File: config.mk
export PLATFORM = sky130hd
export DESIGN_NAME = saia_top
export DESIGN_NICKNAME = d
export VERILOG_FILES = /design/src/saia_pkg.sv /design/src/saia_if.sv /design/src/saia_sync.sv /design/src/saia_quad.sv /design/src/saia_top.sv
export SDC_FILE = /design/constraint.sdc
export NUM_CORES = 1
export LEC_CHECK = 0
export BUFFER_PORTS_ARGS = -buffer_cell sky130_fd_sc_hd__buf_4
export CORE_ASPECT_RATIO = 0.9
export CORE_MARGIN = 3
export CORE_UTILIZATION = 52
export DETAILED_ROUTE_END_ITERATION = 12
export GPL_TIMING_DRIVEN = 0
export PLACE_DENSITY = 0.85
export SLEW_MARGIN = 5
export SYNTH_ARGS = -nofsm -noshare
export SYNTH_HDL_FRONTEND = slang
export SYNTH_SLANG_ARGS = --single-unit
File: constraint.sdc
create_clock -name clock -period 2.6 [get_ports clock]
set_input_delay 0.39 -clock clock [delete_from_list [all_inputs] [get_ports clock]]
set_output_delay 0.39 -clock clock [all_outputs]
set_load 0.02 [all_outputs]
File: src/saia_pkg.sv
// Constants, register map and mode codes for the servo axis interlock block
package saia_pkg;

  // Register port geometry
  localparam int          ADDR_W           = 5;
  localparam int          DATA_W           = 32;

  // Register byte offsets
  localparam logic [4:0]  OFF_CTRL         = 5'h00;
  localparam logic [4:0]  OFF_FAULT        = 5'h04;
  localparam logic [4:0]  OFF_ALARM        = 5'h08;
  localparam logic [4:0]  OFF_STATUS       = 5'h0C;
  localparam logic [4:0]  OFF_MASK         = 5'h10;
  localparam logic [4:0]  OFF_POS          = 5'h14;
  localparam logic [4:0]  OFF_IDX_POS      = 5'h18;
  localparam logic [4:0]  OFF_INPUTS       = 5'h1C;

  // Field layout of the control register
  localparam int          CTRL_MODE_LSB    = 0;
  localparam int          MODE_W           = 3;

  // Event bits of status and mask
  localparam int          EVT_W            = 3;
  localparam int          EVT_FAULT        = 0;
  localparam int          EVT_INDEX        = 1;
  localparam int          EVT_QUAD_ERR     = 2;

  // Alarm value while the drive is not ready: tens digit one
  localparam logic [4:0]  ALARM_BASE       = 5'h0A;
  localparam int          CODE_W           = 3;

  // Raw pin bundle order seen by the synchroniser
  localparam int          PIN_W            = 7;
  localparam int          PIN_READY        = 0;
  localparam int          PIN_CODE_LSB     = 1;
  localparam int          PIN_A            = 4;
  localparam int          PIN_B            = 5;
  localparam int          PIN_Z            = 6;

  // Alarm clear hold time, least time, rounded up to cycles
  localparam int          CLK_PERIOD_NS    = 100;
  localparam int          ALM_CLR_TIME_US  = 1000;
  localparam int          ALM_CLR_CYCLES   = (ALM_CLR_TIME_US * 1000 + CLK_PERIOD_NS - 1) / CLK_PERIOD_NS;
  localparam int          CLR_CNT_W        = 24;

  // Operating modes of the axis
  typedef enum logic [2:0] {
    MODE_OFF      = 3'b000,
    MODE_STANDBY  = 3'b001,
    MODE_OUTPUT   = 3'b010,
    MODE_VELOCITY = 3'b011,
    MODE_POSITION = 3'b100
  } saia_mode_e;

endpackage

File: src/saia_if.sv
// Bundle between the pin synchroniser, the encoder decoder and the axis core
`timescale 1ns/100ps
interface saia_if;
  logic       ready;       // Filtered drive-ready interlock, high = asserted
  logic [2:0] code;        // Filtered three-line alarm code
  logic       enc_a;       // Filtered encoder channel a
  logic       enc_b;       // Filtered encoder channel b
  logic       enc_z;       // Filtered index marker
  logic       step_up;     // One-cycle count up pulse
  logic       step_dn;     // One-cycle count down pulse
  logic       index_seen;  // One-cycle pulse on marker rising edge
  logic       quad_err;    // One-cycle pulse when both channels jump

  modport sync (output ready, code, enc_a, enc_b, enc_z);
  modport dec  (input enc_a, enc_b, enc_z, output step_up, step_dn, index_seen, quad_err);
  modport core (input ready, code, step_up, step_dn, index_seen, quad_err, enc_a, enc_b, enc_z);
endinterface

File: src/saia_sync.sv
// Three-stage synchroniser with agreement filter for the opto and encoder pins
`timescale 1ns/100ps
module saia_sync (
  input  wire logic                       clock,
  input  wire logic                       resetn,
  input  wire logic [saia_pkg::PIN_W-1:0] pins_raw,
  saia_if.sync                            ax
);

  // Whole state of the synchroniser
  typedef struct packed {
    logic [saia_pkg::PIN_W-1:0] s1;  // First stage, read only by the second
    logic [saia_pkg::PIN_W-1:0] s2;  // Second stage
    logic [saia_pkg::PIN_W-1:0] s3;  // Third stage
    logic [saia_pkg::PIN_W-1:0] f;   // Accepted level
  } saia_sync_s;

  saia_sync_s q;
  saia_sync_s d;

  // Shift pins in; accept a level only when stages two and three agree [RULE11]
  always_comb begin
    d    = q;
    d.s1 = pins_raw;
    d.s2 = q.s1;
    d.s3 = q.s2;
    d.f  = (q.s3 & ~(q.s2 ^ q.s3)) | (q.f & (q.s2 ^ q.s3));
  end

  // State register, synchronous reset
  always_ff @(posedge clock) begin
    if (!resetn) begin
      q <= '0;
    end else begin
      q <= d;
    end
  end

  // Hand the accepted levels out
  assign ax.ready = q.f[saia_pkg::PIN_READY];
  assign ax.code  = q.f[saia_pkg::PIN_CODE_LSB +: saia_pkg::CODE_W];
  assign ax.enc_a = q.f[saia_pkg::PIN_A];
  assign ax.enc_b = q.f[saia_pkg::PIN_B];
  assign ax.enc_z = q.f[saia_pkg::PIN_Z];

endmodule

File: src/saia_quad.sv
// Quadrature x4 decoder with index marker edge detect
`timescale 1ns/100ps
module saia_quad (
  input  wire logic clock,
  input  wire logic resetn,
  saia_if.dec       ax
);

  // Previous encoder levels
  typedef struct packed {
    logic a;  // Channel a one cycle ago
    logic b;  // Channel b one cycle ago
    logic z;  // Marker one cycle ago
  } saia_quad_s;

  saia_quad_s q;
  saia_quad_s d;
  logic       a_chg;  // Channel a moved
  logic       b_chg;  // Channel b moved

  // Remember last levels
  always_comb begin
    d   = q;
    d.a = ax.enc_a;
    d.b = ax.enc_b;
    d.z = ax.enc_z;
  end

  // State register, synchronous reset
  always_ff @(posedge clock) begin
    if (!resetn) begin
      q <= '0;
    end else begin
      q <= d;
    end
  end

  // Direction from phase: a leading b counts up [RULE8]
  assign a_chg         = ax.enc_a ^ q.a;
  assign b_chg         = ax.enc_b ^ q.b;
  assign ax.step_up    = (a_chg & ~b_chg & (ax.enc_a ^ ax.enc_b)) |
                         (b_chg & ~a_chg & ~(ax.enc_a ^ ax.enc_b));
  assign ax.step_dn    = (a_chg & ~b_chg & ~(ax.enc_a ^ ax.enc_b)) |
                         (b_chg & ~a_chg & (ax.enc_a ^ ax.enc_b));
  assign ax.quad_err   = a_chg & b_chg;
  // Once-per-revolution marker rising edge [RULE9]
  assign ax.index_seen = ax.enc_z & ~q.z;

endmodule

File: src/saia_top.sv
// Servo axis interlock, alarm and encoder front end with register port
//
// The implementer's own choices: the address map and strobed register access.
`timescale 1ns/100ps
//
// Function
// RULE1: Torque permit on only in torque-producing modes
// RULE2: Writing zero to fault pulses alarm clear
// RULE3: Drive clears alarms while clear held
// RULE4: Three alarm lines read as one code
// RULE5: Alarm code forms units digit of alarm
// RULE6: Modes blocked while drive-ready is low
// RULE7: Not ready reports alarm ten plus code
// RULE8: Quadrature channels decoded into position count
// RULE9: Index channel treated as revolution marker
// RULE10: Direction permits tied active outside logic
// RULE11: All pins pass a synchroniser first
// RULE12: Ready drop kills torque, latches fault; the code latches the fault only while the running mode is not off
module saia_top #(
  parameter int unsigned ALM_CLR_CYCLES = saia_pkg::ALM_CLR_CYCLES  // Alarm clear hold length
) (
  input  wire logic                        clock,
  input  wire logic                        resetn,
  input  wire logic [saia_pkg::ADDR_W-1:0] reg_addr,
  input  wire logic [saia_pkg::DATA_W-1:0] reg_wdata,
  input  wire logic                        reg_wr,
  input  wire logic                        reg_rd,
  output logic      [saia_pkg::DATA_W-1:0] reg_rdata,
  output logic                             irq,
  input  wire logic                        encoder_channel_a,
  input  wire logic                        encoder_channel_b,
  input  wire logic                        encoder_index_marker,
  input  wire logic                        alarm_code_bit0,
  input  wire logic                        alarm_code_bit1,
  input  wire logic                        alarm_code_bit2,
  input  wire logic                        drive_ready_in,
  output logic                             torque_permit_out,
  output logic                             drive_alarm_clear_out,
  output logic      [saia_pkg::MODE_W-1:0] axis_mode,
  output logic      [saia_pkg::DATA_W-1:0] position_count
);

  // Whole state of the axis core
  // One packed word, so one flop process holds it all
  typedef struct packed {
    saia_pkg::saia_mode_e               mode_req;   // Mode software asked for
    saia_pkg::saia_mode_e               mode_eff;   // Mode actually running
    logic                               fault;      // Latched interlock fault
    logic                               ready_q;    // Ready one cycle ago
    logic                               torque;     // Torque permit output
    logic                               clr_out;    // Alarm clear output
    logic [saia_pkg::CLR_CNT_W-1:0]     clr_cnt;    // Cycles left of alarm clear
    logic [saia_pkg::EVT_W-1:0]         status;     // Sticky events
    logic [saia_pkg::EVT_W-1:0]         mask;       // Interrupt enables
    logic [saia_pkg::DATA_W-1:0]        pos;        // Position count
    logic [saia_pkg::DATA_W-1:0]        idx_pos;    // Count caught at marker
    logic [saia_pkg::DATA_W-1:0]        rdata;      // Read data register
  } saia_top_s;

  // Core state and its next value
  saia_top_s                      q;            // Current state
  saia_top_s                      d;            // Next state
  logic [saia_pkg::PIN_W-1:0]     pins_raw;     // Raw pin bundle
  logic [saia_pkg::EVT_W-1:0]     evt;          // Events seen this cycle
  logic [saia_pkg::DATA_W-1:0]    alarm_val;    // Alarm value for software
  logic                           ready_fall;   // Drive-ready dropped
  logic                           wr_fault;     // Write to fault register
  logic                           clr_req;      // Zero written to fault
  logic                           torque_mode;  // Mode produces torque
  saia_pkg::saia_mode_e           mode_wr;      // Decoded written mode
  logic                           mode_ok;      // Written code is legal

  // Bundle shared by synchroniser, decoder and core
  saia_if ax ();

  // Gather the pins; the alarm code lines form one value [RULE4]
  // Order follows the pin positions of the package
  assign pins_raw = {encoder_index_marker, encoder_channel_b, encoder_channel_a,
                     alarm_code_bit2, alarm_code_bit1, alarm_code_bit0, drive_ready_in};

  // Pin synchroniser [RULE11]
  // Three stages and an agreement filter per pin
  saia_sync u_sync (
    .clock    (clock),
    .resetn   (resetn),
    .pins_raw (pins_raw),
    .ax       (ax.sync)
  );

  // Encoder decoder
  // Steps and marker edge from filtered levels
  saia_quad u_quad (
    .clock  (clock),
    .resetn (resetn),
    .ax     (ax.dec)
  );

  // Alarm value: ten plus code while not ready, else zero [RULE7]
  always_comb begin
    // No alarm while the drive reports ready
    alarm_val = '0;
    // Not ready: tens digit one
    if (!ax.ready) begin
      // Code lands in the units digit [RULE5]
      alarm_val[4:0] = saia_pkg::ALARM_BASE + {2'h0, ax.code};
    end
  end

  // Decode a mode code written by software
  always_comb begin
    // Legal unless the default arm says otherwise
    mode_ok = 1'b1;
    // Off unless a legal code names another mode
    mode_wr = saia_pkg::MODE_OFF;
    unique case (reg_wdata[saia_pkg::CTRL_MODE_LSB +: saia_pkg::MODE_W])
      3'h0:    mode_wr = saia_pkg::MODE_OFF;
      3'h1:    mode_wr = saia_pkg::MODE_STANDBY;
      3'h2:    mode_wr = saia_pkg::MODE_OUTPUT;
      3'h3:    mode_wr = saia_pkg::MODE_VELOCITY;
      3'h4:    mode_wr = saia_pkg::MODE_POSITION;
      // Unused codes are ignored
      default: mode_ok = 1'b0;
    endcase
  end

  // Event and strobe terms
  // Falling edge of the filtered ready level
  assign ready_fall = q.ready_q & ~ax.ready;
  // Any write that lands on the fault register
  assign wr_fault   = reg_wr & (reg_addr == saia_pkg::OFF_FAULT);
  // Only an all-zero word asks for the alarm clear
  assign clr_req    = wr_fault & (reg_wdata == '0);

  // Next state of the whole core
  always_comb begin
    // Hold everything by default
    d         = q;
    // Remember ready for the edge detect
    d.ready_q = ax.ready;
    // Read data lasts one cycle only
    d.rdata   = '0;
    // No events unless seen below
    evt       = '0;

    // Register writes
    if (reg_wr) begin
      unique case (reg_addr)
        saia_pkg::OFF_CTRL: begin
          // Illegal codes leave the request alone
          if (mode_ok) begin
            d.mode_req = mode_wr;
          end
        end
        saia_pkg::OFF_STATUS: begin
          // Write one to clear
          d.status = q.status & ~reg_wdata[saia_pkg::EVT_W-1:0];
        end
        saia_pkg::OFF_MASK: begin
          // Plain write of the enables
          d.mask = reg_wdata[saia_pkg::EVT_W-1:0];
        end
        saia_pkg::OFF_POS: begin
          // Software load of the count
          d.pos = reg_wdata;
        end
        default: begin
          // Fault is handled below; read-only or unmapped: no effect
        end
      endcase
    end

    // Zero to fault clears the latch and starts alarm clear [RULE2]
    if (clr_req) begin
      d.fault   = 1'b0;
      // A new zero write restarts the hold
      d.clr_cnt = ALM_CLR_CYCLES[saia_pkg::CLR_CNT_W-1:0];
    end else if (q.clr_cnt != '0) begin
      // Count the hold down to zero
      d.clr_cnt = q.clr_cnt - 1'b1;
    end
    // Clear stays high for the whole hold time [RULE3]
    // Taken from the next count, so no extra lag
    d.clr_out = (d.clr_cnt != '0);

    // Ready drop while running latches a fault; set beats clear [RULE12]
    if (ready_fall && q.mode_eff != saia_pkg::MODE_OFF) begin
      // Latch until software writes zero
      d.fault              = 1'b1;
      // Forget the request so torque stays off
      d.mode_req           = saia_pkg::MODE_OFF;
      // Flag the fault to software
      evt[saia_pkg::EVT_FAULT] = 1'b1;
    end

    // Modes only run with ready asserted and no fault [RULE6]
    if (ax.ready && !d.fault) begin
      // Drive ready and no fault: run the request
      d.mode_eff = d.mode_req;
    end else begin
      // Blocked: report off
      d.mode_eff = saia_pkg::MODE_OFF;
    end

    // Torque permit only in torque-producing modes [RULE1]
    // Standby holds the loop but gives no torque
    torque_mode = (d.mode_eff == saia_pkg::MODE_OUTPUT) ||
                  (d.mode_eff == saia_pkg::MODE_VELOCITY) ||
                  (d.mode_eff == saia_pkg::MODE_POSITION);
    // Drops in the same cycle the ready loss is seen [RULE12]
    d.torque = torque_mode & ax.ready;

    // Position count, unless software is loading it [RULE8]
    if (!(reg_wr && reg_addr == saia_pkg::OFF_POS)) begin
      // Count wraps at both ends
      if (ax.step_up) begin
        // Forward step
        d.pos = q.pos + 1'b1;
      end else if (ax.step_dn) begin
        // Reverse step
        d.pos = q.pos - 1'b1;
      end
    end

    // Marker latches the count and flags an event [RULE9]
    if (ax.index_seen) begin
      // Count as it stood before this cycle
      d.idx_pos                = q.pos;
      // Flag the marker to software
      evt[saia_pkg::EVT_INDEX] = 1'b1;
    end
    // Both channels moved at once: counts lost
    // Sign of a pin moving faster than the filter
    evt[saia_pkg::EVT_QUAD_ERR] = ax.quad_err;

    // New events set after any clear, so they are never lost
    // A set in the same cycle as a clear wins
    d.status = d.status | evt;

    // Read data, valid the cycle after the strobe
    // Reads have no side effects
    if (reg_rd) begin
      unique case (reg_addr)
        saia_pkg::OFF_CTRL: begin
          // Requested mode low, running mode above
          d.rdata[saia_pkg::CTRL_MODE_LSB +: saia_pkg::MODE_W] = q.mode_req;
          d.rdata[saia_pkg::MODE_W +: saia_pkg::MODE_W]        = q.mode_eff;
        end
        saia_pkg::OFF_FAULT: begin
          // Latched fault in the lowest bit
          d.rdata[0] = q.fault;
        end
        saia_pkg::OFF_ALARM: begin
          // Live alarm value
          d.rdata = alarm_val;
        end
        saia_pkg::OFF_STATUS: begin
          // Sticky events
          d.rdata[saia_pkg::EVT_W-1:0] = q.status;
        end
        saia_pkg::OFF_MASK: begin
          // Interrupt enables
          d.rdata[saia_pkg::EVT_W-1:0] = q.mask;
        end
        saia_pkg::OFF_POS: begin
          // Live count
          d.rdata = q.pos;
        end
        saia_pkg::OFF_IDX_POS: begin
          // Count caught at the last marker
          d.rdata = q.idx_pos;
        end
        saia_pkg::OFF_INPUTS: begin
          // Filtered pins and both outputs
          d.rdata[saia_pkg::PIN_W-1:0] = {ax.enc_z, ax.enc_b, ax.enc_a, ax.code, ax.ready};
          d.rdata[saia_pkg::PIN_W]     = q.torque;
          d.rdata[saia_pkg::PIN_W+1]   = q.clr_out;
        end
        default: begin
          // Unmapped reads as zero
          d.rdata = '0;
        end
      endcase
    end
  end

  // State register, synchronous reset
  // Reset leaves the axis off with count zero
  always_ff @(posedge clock) begin
    if (!resetn) begin
      q <= '0;
    end else begin
      q <= d;
    end
  end

  // Outputs straight from flops, interrupt from the masked status
  assign reg_rdata             = q.rdata;
  assign torque_permit_out     = q.torque;        // [RULE1]
  assign drive_alarm_clear_out = q.clr_out;       // [RULE2]
  // Mode and count for the axis loop
  assign axis_mode             = q.mode_eff;
  assign position_count        = q.pos;
  // Level interrupt while an enabled event stands
  assign irq                   = |(q.status & q.mask);

endmodule

==> out/summary.txt, run 1 <==
Clk pin slew, worst setup/hold paths: 60 ps
PD cells: 797 nW/µm²
Synth top area share: 0.416
Critical Path RT: 2880 ps
Reg2reg start: q[102]$_SDFF_PN0_
Clock Skews: 7.91 ps
Top delay family on crit path: compound AO/OA/AOI/OAI gates
Cell count after synthesis: 985
Max H-tree Level: 4
Syn avg cell area: 8.16 µm²
Core ar.: 14900 µm²
Aggregate routed wire length: 22.6 mm
DIE AREA: 17000 µm²
Crit Path Class: reg2reg
Unrepaired setup endpoints after global routing: yes
Post-Syn Area: 8040 µm²
Pre-Repair DR Iteration Count: 6
Gr ovfl total: 0
Crit-path max FO: 10
Fin crit period: 2540 ps
Hold Path Sink: u_sync.d[18]$_SDFF_PN0_
Detail Placement HPWL: 16.0 mm
Critical Path Start Type: register
Clock latency on the worst-skew pair: 430 ps
Register bit total from synthesis: 167
Design area: 10100 µm²
Max cap viols: 0
Remaining antenna violation count after routing: 0
Initial core utilization: 0.539
# port buffers: 115
Crit path launch: q[102]$_SDFF_PN0_
GPL Wtd Cong: 0.938
Measured slew at the worst slew-check pin: 1020 ps
EDFF count, synth: 0
Worst path slowest cell: dfxtp_2
CP bufs+invs: 2
Area leader, netlist: dfxtp_1
Vias in the first global route: 6922
Fillers: 1166
Slew margin rel.: 0.320
Die extent in y: 124 µm
Syn_nets: 1038
Worst hold start: encoder_channel_a
Die Wd: 137 µm
Largest net degree at the start of global routing: 17
Vias per cell: 5.80
Reg2Reg Depth: 10
Hold Violations, Final: 0
DP Area: 9150 µm²
Routed WL per cell: 16.9 µm
Setup_tns: 0 ps
Initial DRC Count: 966
R2r setup slk: 60 ps
Cell variety after synth: 63
Number of warnings issued by yosys: 0
Layout cells sized above 1: 0.254
Worst VDD drop: 0.772 mV
CTS Buf Count: 17
HP Class: in2reg
Post-synthesis sequential area ratio: 0.416
Multi-input logic area: 4110 µm²
Critical Path End Type: register
GRT Total Usage: 0.259
Top FF cell, synth: dfxtp_1
Hold slack: 162 ps
Register area: 3360 µm²
Total clock sinks: 167
Antenna cells: 0
Count leader, synth: dfxtp_1
Top cells by instance count after synthesis: 167 x dfxtp_1, 162 x nand2_1, 83 x a21oi_1
Critical-path cell list: inv_2 -> ha_2 -> nor4b_4 -> nand3_2 -> buf_6 -> o21ba_2 -> mux2i_1 -> nand4_1 -> a2111oi_4 -> a41oi_2
Worst reg2reg path endpoint: drive_alarm_clear_out$_SDFF_PN0_
Synth top area cells: dfxtp_1 42%, nand2_1 7.6%, buf_4 6.3%
Global-route wire length before repair: 34.7 mm
Status: finished, final reports clean
FP Rows: 42
Antenna violations before repair: 0
CTS Root Cell: clkbuf_16
CTS max path bufs: 2
Number of nets in the layout: 1175
Worst EP arrival: 2820 ps
Post-layout util: 0.676
Drc violations: 0
P&R area growth vs syn: 25.4%
Placed cell count: 1298
CTS tree: done
Final Max Tran Viols: 0
Maximum clock rate: 0.393 GHz
Ports: 118
Leak: 4.07 nW
Finished Layout Cells: 1333
Asr flop ratio synth: 0
Via Count: 7734
Hold depth: 2
# setup viols final: 0
Worst path max stage delay: 360 ps
Final period util: 0.978
==> what timing repair did <==
| action | in CTS | in global routing |
|---|---|---|
| cloned | 0 | 0 |
| hold buffers | 0 | 0 |
| resized for setup | 16 | 46 |
| pin swaps | 3 | 7 |
| endpoints found under the hold margin | 0 | 0 |
| endpoints found under the setup margin | 29 | 31 |
| buffers inserted | 3 | 7 |
==> worst register-to-register path: stages, from the launching register on <==
cell	delay (ps)
dfxtp_2	360
inv_2	90
ha_2	190
nor4b_4	280
nand3_2	200
buf_6	200
o21ba_2	190
mux2i_1	170
nand4_1	200
a2111oi_4	360
a41oi_2	160
==> state kept, by name, summed over array words and instances (netlist names), named ones only <==
| register | count |
|---|---|
| reg_rdata | 32 |
| axis_mode | 3 |
| q | 67 |
| torque_permit_out | 1 |
| drive_alarm_clear_out | 1 |
| u_sync.d | 14 |
| u_quad.q | 3 |
| position_count | 32 |
| u_sync.q | 7 |
==> per-layer routing <==
metal	global-route usage	part of all wire	vias to the layer above
li1	-	-	3637
met1	0.340	0.41	3562
met2	0.415	0.46	460
met3	0.0634	0.10	75
met4	0.0979	0.033	0
met5	0	0	-
==> where the power goes <==
part | switching, mW | total, mW | leakage [nW] | internal, mW
clock network | 1.09 | 2.57 | 0.290 | 1.48
registers | 0.269 | 3.01 | 1.36 | 2.74
logic | 1.38 | 2.45 | 2.43 | 1.07
total | 2.74 | 8.04 | 4.07 | 5.30
==> placed cells by master, fill, tap and decap left out, drive strengths merged, types with 8 or more instances in the layout <==
cell and instances:
o22ai 10, or3 11, and3 8, nand3 30, clkbuf 69, dfxtp 167
a21oi 83, nand2 162, nand4 17, nor4 15, xnor2 16, and2 27
nor2 80, a22oi 31, nor3 34, o21ai 20, xor2 37, buf 198
inv 18
==> logic make-up after synthesis <==
| kind of cell | share of synthesized area |
|---|---|
| compound gates | 0.153 |
| xor+xnor | 0.0577 |
| fa+ha+maj | 0.00778 |
| buf+inv | 0.109 |
| flops | 0.416 |
| mux | 0.0101 |
| simple gates | 0.247 |
==> per-stage QoR <==
step / worst slack, ps / power (mW)
3_3_place_gp: -633 / 4.89
6_report: 56.9 / 8.04
4_1_cts: -93.6 / 7.55
2_1_floorplan: 93.4 / 4.40
5_1_grt: -49.7 / 8.39
3_5_place_dp: -639 / 4.90
==> area by class of cell <==
cell class | count | area share
Clock inverter | 12 | 0.0139
Inverter | 12 | 0.00447
Sequential cell | 167 | 0.333
Timing Repair Buffer | 125 | 0.0934
Buffer | 122 | 0.0783
Tap cell | 198 | 0.0246
Clock buffer | 20 | 0.0453
Multi-Input combinational cell | 677 | 0.407
==> worst max-delay path by stage <==
stage,end,cells past startpoint
final,drive_alarm_clear_out$_SDFF_PN0_,10
after global routing,drive_alarm_clear_out$_SDFF_PN0_,8
after CTS,drive_alarm_clear_out$_SDFF_PN0_,7
after detailed placement,q[117]$_SDFF_PN0_,8
after global placement,q[117]$_SDFF_PN0_,8
after floorplan,drive_alarm_clear_out$_SDFF_PN0_,10
No activity file was read; power rests on OpenSTA's default activity.
==> run 2, diff against run 1 <==
--- a/config.mk
+++ b/config.mk
@@ -8,11 +8,10 @@
 export BUFFER_PORTS_ARGS = -buffer_cell sky130_fd_sc_hd__buf_4
 export CORE_ASPECT_RATIO = 0.9
 export CORE_MARGIN = 3
-export CORE_UTILIZATION = 52
+export CORE_UTILIZATION = 55
 export DETAILED_ROUTE_END_ITERATION = 12
 export GPL_TIMING_DRIVEN = 0
 export PLACE_DENSITY = 0.85
-export SLEW_MARGIN = 5
 export SYNTH_ARGS = -nofsm -noshare
 export SYNTH_HDL_FRONTEND = slang
 export SYNTH_SLANG_ARGS = --single-unit
==> constraint.sdc (replaced) <==
create_clock -name clock -period 3 [get_ports clock]
set_input_delay 0.45 -clock clock [delete_from_list [all_inputs] [get_ports clock]]
set_output_delay 0.45 -clock clock [all_outputs]
set_load 0.02 [all_outputs]
==> run 2 against run 1 <==
  * Power decreased by 17%
  * First-iteration DRC count decreased by 25%
  * Setup slack improved by 43 ps
  * Die area decreased by 5.2%
  * Global-route usage increased by 1.7 points
  * Largest cell class unchanged
  * Non-clock buffer count unchanged
==> out/summary.txt, run 2 (synthesis results as in run 1) <==
Status: finished, final reports clean
Measured slew at the worst slew-check pin: 995 ps
P&R area growth vs syn: 22.5%
Worst VDD drop: 0.643 mV
Commonest non-fill, non-tap cell in the layout: buf_4
Setup_tns: 0 ps
Number of nets in the layout: 1175
GPL Wtd Cong: 0.957
Initial DRC Count: 729
Design area: 9850 µm²
Reg2reg start: position_count[0]$_SDFF_PN0_
Crit-path max FO: 10
# setup viols final: 0
Hold Violations, Final: 0
Detail Placement HPWL: 16.3 mm
CTS tree: done
# port buffers: 115
Comb pwr share: 0.268
Aggregate routed wire length: 22.4 mm
Max cap viols: 0
Finished Layout Cells: 1327
Die Wd: 133 µm
Clock Skews: 7.09 ps
Crit path launch: reg_addr[4]
Remaining antenna violation count after routing: 0
Largest Register: q
Drc violations: 0
Worst path slowest cell: nor4_1
Worst EP arrival: 3200 ps
Antenna violations before repair: 0
Fin crit period: 2900 ps
Critical Path Start Type: input port
Final Max Tran Viols: 0
Clock latency on the worst-skew pair: 430 ps
Leak: 4.00 nW
Core ar.: 14200 µm²
Global-route wire length before repair: 35.8 mm
Via Count: 7707
Vias in the first global route: 7229
Vias per cell: 5.81
Int Pwr: 4.55 mW
Top delay family on crit path: simple AND/OR/NAND/NOR gates
Clk pin slew, worst setup/hold paths: 60 ps
Max FFs per register: 67
CP bufs+invs: 3
Total power: 6.67 mW
Max H-tree Level: 4
DIE AREA: 16100 µm²
Die extent in y: 121 µm
Maximum clock rate: 0.345 GHz
Total clock sinks: 167
Antenna cells: 0
Ports: 118
Critical Path RT: 3300 ps
Fillers: 1178
Reg2Reg Depth: 10
Pre-Repair DR Iteration Count: 6
Final period util: 0.967
GRT Total Usage: 0.276
Critical Path Stages: 8
Worst path max stage delay: 640 ps
Critical Path End Type: register
Initial core utilization: 0.568
Post-layout util: 0.695
Largest net degree at the start of global routing: 17
Worst reg2reg path endpoint: position_count[8]$_SDFF_PN0_
Hold-fix buffers, CTS: 0
CTS Buf Count: 17
PD cells: 677 nW/µm²
Sw Share: 0.318
Slew margin rel.: 0.335
DP Area: 9150 µm²
R2r setup slk: 190 ps
Placed cell count: 1293
Worst setup path end: q[114]$_SDFF_PN0_
Routed WL per cell: 16.9 µm
Commonest non-fill, non-tap cells in the layout: 186 x buf_4, 167 x dfxtp_1, 162 x nand2_1
HP Class: in2reg
P_sw: 2.12 mW
Share of power burned in registers: 0.384
Clock network power share: 0.348
FP Rows: 41
Critical-path cell list: clkbuf_1 -> nor4_1 -> nand4_1 -> or3_1 -> clkbuf_1 -> nand2_1 -> clkbuf_1 -> nor2_1
Gr ovfl total: 0
Crit Path Class: in2reg
Most used cell, CP: clkbuf_1
Layout cells sized above 1: 0.220
CTS max path bufs: 2
CTS Root Cell: clkbuf_16
## run 2: worst reg2reg max path: stages, from the launching register on
cell and delay [ps]:
dfxtp_1 330, clkdlybuf4s50_2 590, inv_1 140, ha_1 180
nand4_1 220, buf_4 240, or4_2 520, o21ai_0 110
xor2_1 160, nand2_1 80, a21oi_1 160
## run 2: area by class of cell
cell class / count / area [µm²] / area share
sequential: 167 / 3340 / 0.340
buffer: 129 / 833 / 0.0846
timing repair buffer: 118 / 886 / 0.0900
inverter: 12 / 45.0 / 0.00457
tap: 193 / 241 / 0.0245
multi-input combinational: 677 / 3870 / 0.393
clock inverter: 11 / 173 / 0.0175
clock buffer: 20 / 457 / 0.0464
## run 2: what timing repair did
action,in CTS,in global routing
endpoints found under the setup margin,11,3
cloned,0,0
setup buffers,0,3
gates resized for setup,4,7
## run 2: layer usage
metal / vias up / part of all wire / GRT usage
met5: - / 0 / 0
met4: 0 / 0.032 / 0.120
met3: 65 / 0.092 / 0.0616
met2: 392 / 0.47 / 0.456
met1: 3617 / 0.40 / 0.350
li1: 3633 / - / -
## run 2: worst min path at each step
stage	from	end	slack (ps)	cells after the start
finish	alarm_code_bit1	u_sync.d[16]$_SDFF_PN0_	230	2
global route	encoder_channel_b	u_sync.d[19]$_SDFF_PN0_	220	2
CTS	encoder_channel_a	u_sync.d[18]$_SDFF_PN0_	220	2
detailed placement	u_sync.d[16]$_SDFF_PN0_	u_sync.d[9]$_SDFF_PN0_	420	1
global placement	u_sync.d[16]$_SDFF_PN0_	u_sync.d[9]$_SDFF_PN0_	410	1
floorplan	u_sync.d[17]$_SDFF_PN0_	u_sync.d[10]$_SDFF_PN0_	410	1
## run 2: through the flow
stage               setup WS, ps  hold WS [ps]
floorplan                    493           412
global placement            -464           414
detailed placement          -494           418
CTS                         3.82           216
global route               -15.8           225
finish                       100           231
## run 2: power groups by stage
stage	clock network (mW)	registers (mW)	logic (mW)
2_1_floorplan	0	2.54	1.27
3_3_place_gp	0	2.59	1.65
3_5_place_dp	0	2.59	1.66
4_1_cts	2.35	2.54	1.69
5_1_grt	2.44	2.58	1.96
6_report	2.32	2.56	1.79
